$ cat src/verilog/bfw_pkg.sv
// package: register map, field layout and types of the forwarding window registers
//
// Behaviour
// - base and limit low nibble read 0001
// - base bits 15:4 give address 31:20
// - limit bits give 31:20, low twenty ones
// - upper bottom word, read-write, reset zero
// - upper top word, read-write, reset zero
// - forward memory inside combined 64-bit window
// - io bottom upper half, read-write, reset zero
// - io top upper half; full 32-bit compare
// - capability pointer reads constant b0
// - io top bits 11:0 ones, 15:12 supplied
package bfw_pkg;

  // ----------------------------------------------------------------
  // register offsets (byte addresses)
  // ----------------------------------------------------------------
  localparam logic [7:0]  BFW_OFS_PREF_WINDOW   = 8'h24;
  localparam logic [7:0]  BFW_OFS_PREF_BOTTOM_HI = 8'h28;
  localparam logic [7:0]  BFW_OFS_PREF_TOP_HI   = 8'h2c;
  localparam logic [7:0]  BFW_OFS_IO_HIGH       = 8'h30;
  localparam logic [7:0]  BFW_OFS_CAP_POINTER   = 8'h34;

  // ----------------------------------------------------------------
  // field positions
  // ----------------------------------------------------------------
  localparam int BFW_POS_PF_BASE_CODE  = 0;
  localparam int BFW_POS_PF_BASE       = 4;
  localparam int BFW_POS_PF_LIMIT_CODE = 16;
  localparam int BFW_POS_PF_LIMIT      = 20;
  localparam int BFW_POS_IO_BASE_HI    = 0;
  localparam int BFW_POS_IO_LIMIT_HI   = 16;

  // ----------------------------------------------------------------
  // fixed and reset values
  // ----------------------------------------------------------------
  localparam logic [3:0]  BFW_CAP_CODE_64     = 4'h1;
  localparam logic [3:0]  BFW_CAP_CODE_32     = 4'h0;
  localparam logic [7:0]  BFW_CAP_LIST_PTR    = 8'hb0;
  localparam logic [11:0] BFW_RST_PF_FIELD    = 12'h000;
  localparam logic [31:0] BFW_RST_HIGH_WORD   = 32'h0000_0000;
  localparam logic [15:0] BFW_RST_IO_HALF     = 16'h0000;
  localparam logic [3:0]  BFW_RST_IO_LOW      = 4'h0;
  localparam logic [19:0] BFW_PF_BOTTOM_FILL  = 20'h00000;
  localparam logic [19:0] BFW_PF_TOP_FILL     = 20'hfffff;
  localparam logic [11:0] BFW_IO_BOTTOM_FILL  = 12'h000;
  localparam logic [11:0] BFW_IO_TOP_FILL     = 12'hfff;
  localparam logic [31:0] BFW_RDATA_IDLE      = 32'h0000_0000;

  // ----------------------------------------------------------------
  // types
  // ----------------------------------------------------------------
  typedef struct packed {
    logic [11:0] pf_base;
    logic [11:0] pf_limit;
    logic [31:0] pf_base_hi;
    logic [31:0] pf_limit_hi;
    logic [15:0] io_base_hi;
    logic [15:0] io_limit_hi;
  } bfw_fields_t;

  typedef struct packed {
    logic [63:0] pf_bottom;
    logic [63:0] pf_top;
    logic [31:0] io_bottom;
    logic [31:0] io_top;
  } bfw_window_t;

endpackage

$ cat src/verilog/bfw_regs.sv
// module: forwarding window register bank with window compare
//
// The plain strobed port was decided locally.
`timescale 1ns/1ps

module bfw_regs
  import bfw_pkg::*;
(
  input  wire logic        i_clk,
  input  wire logic        i_rst,
  input  wire logic [7:0]  i_addr,
  input  wire logic [31:0] i_wdata,
  input  wire logic        i_wr,
  input  wire logic        i_rd,
  output logic      [31:0] o_rdata,
  input  wire logic [3:0]  i_io_base_low,
  input  wire logic [3:0]  i_io_limit_low,
  input  wire logic        i_mem_valid,
  input  wire logic [63:0] i_mem_addr,
  input  wire logic        i_io_valid,
  input  wire logic [31:0] i_io_addr,
  output logic             o_mem_fwd,
  output logic             o_io_fwd,
  output logic      [63:0] o_pref_bottom,
  output logic      [63:0] o_pref_top,
  output logic      [31:0] o_io_bottom,
  output logic      [31:0] o_io_top
);

  // ----------------------------------------------------------------
  // state
  // ----------------------------------------------------------------
  bfw_fields_t fld_reg;
  bfw_fields_t fld_next;
  bfw_window_t win_reg;
  bfw_window_t win_next;
  logic [31:0] rdata_reg;
  logic [31:0] rdata_next;
  logic        mem_fwd_reg;
  logic        mem_fwd_next;
  logic        io_fwd_reg;
  logic        io_fwd_next;

  // ----------------------------------------------------------------
  // address decode
  // ----------------------------------------------------------------
  logic hit_pref;
  logic hit_bottom_hi;
  logic hit_top_hi;
  logic hit_io;
  logic hit_cap;

  assign hit_pref      = (i_addr == BFW_OFS_PREF_WINDOW);
  assign hit_bottom_hi = (i_addr == BFW_OFS_PREF_BOTTOM_HI);
  assign hit_top_hi    = (i_addr == BFW_OFS_PREF_TOP_HI);
  assign hit_io        = (i_addr == BFW_OFS_IO_HIGH);
  assign hit_cap       = (i_addr == BFW_OFS_CAP_POINTER);

  // ----------------------------------------------------------------
  // register writes
  // ----------------------------------------------------------------
  // full-word writes only; the bus carries no byte enables
  always_comb begin
    fld_next = fld_reg;
    if (i_wr) begin
      if (hit_pref) begin
        // code nibbles are not stored, so written data there is dropped
        fld_next.pf_base  = i_wdata[BFW_POS_PF_BASE +: 12];
        fld_next.pf_limit = i_wdata[BFW_POS_PF_LIMIT +: 12];
      end
      if (hit_bottom_hi) begin
        fld_next.pf_base_hi = i_wdata;
      end
      if (hit_top_hi) begin
        fld_next.pf_limit_hi = i_wdata;
      end
      if (hit_io) begin
        fld_next.io_base_hi  = i_wdata[BFW_POS_IO_BASE_HI +: 16];
        fld_next.io_limit_hi = i_wdata[BFW_POS_IO_LIMIT_HI +: 16];
      end
    end
  end

  always_ff @(posedge i_clk) begin
    if (i_rst) begin
      fld_reg.pf_base     <= BFW_RST_PF_FIELD;
      fld_reg.pf_limit    <= BFW_RST_PF_FIELD;
      fld_reg.pf_base_hi  <= BFW_RST_HIGH_WORD;
      fld_reg.pf_limit_hi <= BFW_RST_HIGH_WORD;
      fld_reg.io_base_hi  <= BFW_RST_IO_HALF;
      fld_reg.io_limit_hi <= BFW_RST_IO_HALF;
    end else begin
      fld_reg <= fld_next;
    end
  end

  // ----------------------------------------------------------------
  // read path
  // ----------------------------------------------------------------
  // unmapped offsets and idle cycles read zero
  always_comb begin
    rdata_next = BFW_RDATA_IDLE;
    if (i_rd) begin
      if (hit_pref) begin
        rdata_next[BFW_POS_PF_BASE_CODE +: 4]  = BFW_CAP_CODE_64;
        rdata_next[BFW_POS_PF_BASE +: 12]      = fld_reg.pf_base;
        rdata_next[BFW_POS_PF_LIMIT_CODE +: 4] = BFW_CAP_CODE_64;
        rdata_next[BFW_POS_PF_LIMIT +: 12]     = fld_reg.pf_limit;
      end
      if (hit_bottom_hi) begin
        rdata_next = fld_reg.pf_base_hi;
      end
      if (hit_top_hi) begin
        rdata_next = fld_reg.pf_limit_hi;
      end
      if (hit_io) begin
        rdata_next[BFW_POS_IO_BASE_HI +: 16]  = fld_reg.io_base_hi;
        rdata_next[BFW_POS_IO_LIMIT_HI +: 16] = fld_reg.io_limit_hi;
      end
      if (hit_cap) begin
        rdata_next[7:0] = BFW_CAP_LIST_PTR;
      end
    end
  end

  always_ff @(posedge i_clk) begin
    if (i_rst) begin
      rdata_reg <= BFW_RDATA_IDLE;
    end else begin
      rdata_reg <= rdata_next;
    end
  end

  // ----------------------------------------------------------------
  // window bounds
  // ----------------------------------------------------------------
  // built from the next field values so bounds track writes with no lag
  always_comb begin
    win_next.pf_bottom = {fld_next.pf_base_hi, fld_next.pf_base, BFW_PF_BOTTOM_FILL};
    win_next.pf_top    = {fld_next.pf_limit_hi, fld_next.pf_limit, BFW_PF_TOP_FILL};
    win_next.io_bottom = {fld_next.io_base_hi, i_io_base_low, BFW_IO_BOTTOM_FILL};
    win_next.io_top    = {fld_next.io_limit_hi, i_io_limit_low, BFW_IO_TOP_FILL};
  end

  always_ff @(posedge i_clk) begin
    if (i_rst) begin
      win_reg.pf_bottom <= {BFW_RST_HIGH_WORD, BFW_RST_PF_FIELD, BFW_PF_BOTTOM_FILL};
      win_reg.pf_top    <= {BFW_RST_HIGH_WORD, BFW_RST_PF_FIELD, BFW_PF_TOP_FILL};
      win_reg.io_bottom <= {BFW_RST_IO_HALF, BFW_RST_IO_LOW, BFW_IO_BOTTOM_FILL};
      win_reg.io_top    <= {BFW_RST_IO_HALF, BFW_RST_IO_LOW, BFW_IO_TOP_FILL};
    end else begin
      win_reg <= win_next;
    end
  end

  // ----------------------------------------------------------------
  // forwarding decision
  // ----------------------------------------------------------------
  // bottom above top gives an empty window, nothing is forwarded
  always_comb begin
    mem_fwd_next = i_mem_valid
                   && (i_mem_addr >= win_reg.pf_bottom)
                   && (i_mem_addr <= win_reg.pf_top);
    io_fwd_next  = i_io_valid
                   && (i_io_addr >= win_reg.io_bottom)
                   && (i_io_addr <= win_reg.io_top);
  end

  always_ff @(posedge i_clk) begin
    if (i_rst) begin
      mem_fwd_reg <= 1'b0;
      io_fwd_reg  <= 1'b0;
    end else begin
      mem_fwd_reg <= mem_fwd_next;
      io_fwd_reg  <= io_fwd_next;
    end
  end

  // ----------------------------------------------------------------
  // outputs
  // ----------------------------------------------------------------
  assign o_rdata       = rdata_reg;
  assign o_mem_fwd     = mem_fwd_reg;
  assign o_io_fwd      = io_fwd_reg;
  assign o_pref_bottom = win_reg.pf_bottom;
  assign o_pref_top    = win_reg.pf_top;
  assign o_io_bottom   = win_reg.io_bottom;
  assign o_io_top      = win_reg.io_top;
endmodule

$ cat config.mk
export PLATFORM = sky130hd
export DESIGN_NAME = bfw_regs
export DESIGN_NICKNAME = d
export VERILOG_FILES = /design/src/verilog/bfw_pkg.sv /design/src/verilog/bfw_regs.sv
export SDC_FILE = /design/constraint.sdc
export NUM_CORES = 1
export LEC_CHECK = 0
export BUFFER_PORTS_ARGS = -buffer_cell sky130_fd_sc_hd__buf_2
export CAP_MARGIN = 25
export CORE_ASPECT_RATIO = 1.2
export CORE_MARGIN = 2
export CORE_UTILIZATION = 32
export CTS_CLUSTER_SIZE = 12
export DETAILED_ROUTE_END_ITERATION = 12
export PLACE_DENSITY = 0.6
export SLEW_MARGIN = 40
export SYNTH_ARGS = -nofsm -noshare
export SYNTH_HDL_FRONTEND = slang
export SYNTH_SLANG_ARGS = --single-unit
export TNS_END_PERCENT = 5
$ cat constraint.sdc
create_clock -name i_clk -period 6.9 [get_ports i_clk]
set_input_delay 2.07 -clock i_clk [delete_from_list [all_inputs] [get_ports i_clk]]
set_output_delay 2.07 -clock i_clk [all_outputs]
set_load 0.1 [all_outputs]
==> impl_metrics.toml <==
[status]
status = "finished clean"

[placement]
hpwl_um = 31100
globalplace.congestion = 0.9543
port_buffers = 311

[drt]
via_per_inst = 4.971
drtPass1Iterations = 6
drcViolationCount = 0
top_layer = "met5"
drt_iter0_markers = 760
wl_per_cell_um = 19.26
finalWirelength_um = 37970
route.vias.total = 9797
wl_met2_um = 18310
wl_met3_um = 2665
met1_length_um = 15380
ant_nets = 0

[worst_setup_path]
path_class = "primary input to flop"
cp_top_family = "simple AND/OR/NAND/NOR gates"
path_buf_inv = 1
end_kind = "flop"
cp_cell_sequence = "buf_2 -> ha_1 -> nand4_1 -> nor4_1 -> o21ai_0 -> nand4_1 -> a2bb2oi_2"
crit_required_ns = 7.28
r2r_slack_ns = 4.35
path_max_fanout = 3
slowest_stage = "nor4_1"
cp_common_cell = "nand4_1"
startpoint_type = "primary input"
slowest_delay_ns = 0.69
arrival_ns = 4.19

[finish]
postLayoutCoreUtil = 0.3977
final_common_cell = "buf_2"
area_growth_pct = 23.07
largest_register_ffs = 118
layout_common_cells = "buf_2, nand2_1, a21oi_1"
layout.nets = 1840
drive_gt1_frac = 0.2276

[power_and_ir_drop]
cellLeakagePower_nw = 5.165
peakVddDrop_v = 0.0001724
finalPower_mw = 2.341
power_density_nw_per_um2 = 193.7

[floorplan]
rows = 70
fp.dieH_um = 195.9
ios = 376
coreArea_um2 = 30390
initial_core_util = 0.3232
fp.dieArea_um2 = 32120
die_x_um = 163.9

[cts]
cts_hold_buf = 0
cts-root-buf = "clkbuf_16"
cts_setup_buffers = 0
cts_resized = 0
clk_path_buf_depth = 2
cts_tree = "yes"
clk_latency_ns = 0.44
cts-htree-levels = 4
cts.sinks = 162
cts_made_buffers = 17
path_clk_slew_ns = 0.06

[timing]
finalClockSkew_ns = 0.008694
setup_viol = 0
post-route-min-period_ns = 3.815
finalHoldViolCount = 0
slew_headroom = 0.5227
hold_ws_ns = 0.4719
tns_ns = 0
worst_pin_slew_ns = 0.7094
rsz0062_at_grt = "no"
final_max_slew_viol_count = 0
finalCritPeriodShare = 0.5528
fmax_ghz = 0.2622

[global_routing]
antenna_found_initial = 4
grt_start_max_net_pins = 79
grt_usage = 0.2323
grt_pass1_wl_um = 55380
gr-total-overflow = 0
grt_pass1_vias = 9277

[synth]
avgSynthCellArea_um2 = 7.632
ys_warn_count = 0
ys_ff_latch = 162
seq_area_frac_synth = 0.3302
synth_cell_types = 43
synth-edff-count = 0
synthArstFlopShare = 0
yosys_most_used_dff = "dfxtp_1"
netlist_instances = 1287
netlist_area_um2 = 9822

[flow_run]
cap_violations = 0

[min_path]
hold_class = "flop to flop"
metrics by stage:
step	worst slack (ns)	cell area [um2]	cells
6_report	3.085	12090	1971
5_1_grt	2.945	12090	1970
4_1_cts	3.110	12080	1969
3_5_place_dp	2.642	11470	1939
3_3_place_gp	2.492	11460	1939
2_1_floorplan	3.162	10050	1349
layout make-up:
class / count / area, um2
clock buffers: 19 / 442.9
well taps: 396 / 495.5
repair buffers: 321 / 1640
clock inverters: 11 / 162.7
diodes: 2 / 5.005
multi-input cells: 929 / 5607
flip-flops and latches: 162 / 3243
inverters: 131 / 491.7
fillers: 3264 / 18300
path summary, 6_finish.rpt:
path                   from  depth (start not counted)             end
max reg2reg    fld_reg[110]                          9       o_mem_fwd
min reg2reg  o_pref_top[31]                          2  o_pref_top[31]
min          o_pref_top[31]                          2  o_pref_top[31]
max          i_mem_addr[57]                          7       o_mem_fwd
metal layers:
layer	vias up	GRT usage
met5	-	0
met4	4	0.1023
met3	70	0.04271
met2	428	0.3995
met1	4495	0.2806
li1	4800	-
where the power goes:
part | switching (mW) | total, mW | internal [mW]
sequential | 0.00245 | 0.941 | 0.939
clock | 0.396 | 1.00 | 0.608
combinational | 0.307 | 0.396 | 0.0886
cell families after synthesis:
family                     share of synthesized area
muxes                                       0.001146
and+or+nand+nor                               0.1866
DFF                                           0.3302
buffers and inverters                         0.1250
AOI/OAI and AO/OA                             0.1932
adders and majority gates                     0.1631
other                                      0.0007646
worst min-delay path, stage by stage (launching register included):
cell and delay (ns):
dfxtp_1 0.32, nand2_1 0.05, a21oi_1 0.05
cells in the mapped netlist (2+ instances only):
library cell	number	area, um2
nand2_1	290	1089
a21oi_1	163	815.8
dfxtp_1	162	3243
inv_1	131	491.7
ha_1	128	1602
buf_4	64	480.5
clkbuf_1	47	176.4
nor2_1	39	146.4
o21ai_0	39	195.2
a21o_1	34	255.2
nand4_1	34	212.7
a22oi_1	27	202.7
a22o_1	26	227.7
buf_2	15	75.07
nor2b_1	14	87.58
nor4_1	12	75.07
nand3_1	9	45.04
a222oi_1	6	60.06
a211oi_1	5	37.54
nand2b_1	5	31.28
nor3_1	4	20.02
and2_1	3	18.77
and3_1	3	18.77
o21ai_1	3	15.01
or4_1	3	22.52
a221oi_1	2	17.52
and4_1	2	17.52
conb_1	2	7.510
No activity file was read; power rests on OpenSTA's default activity.
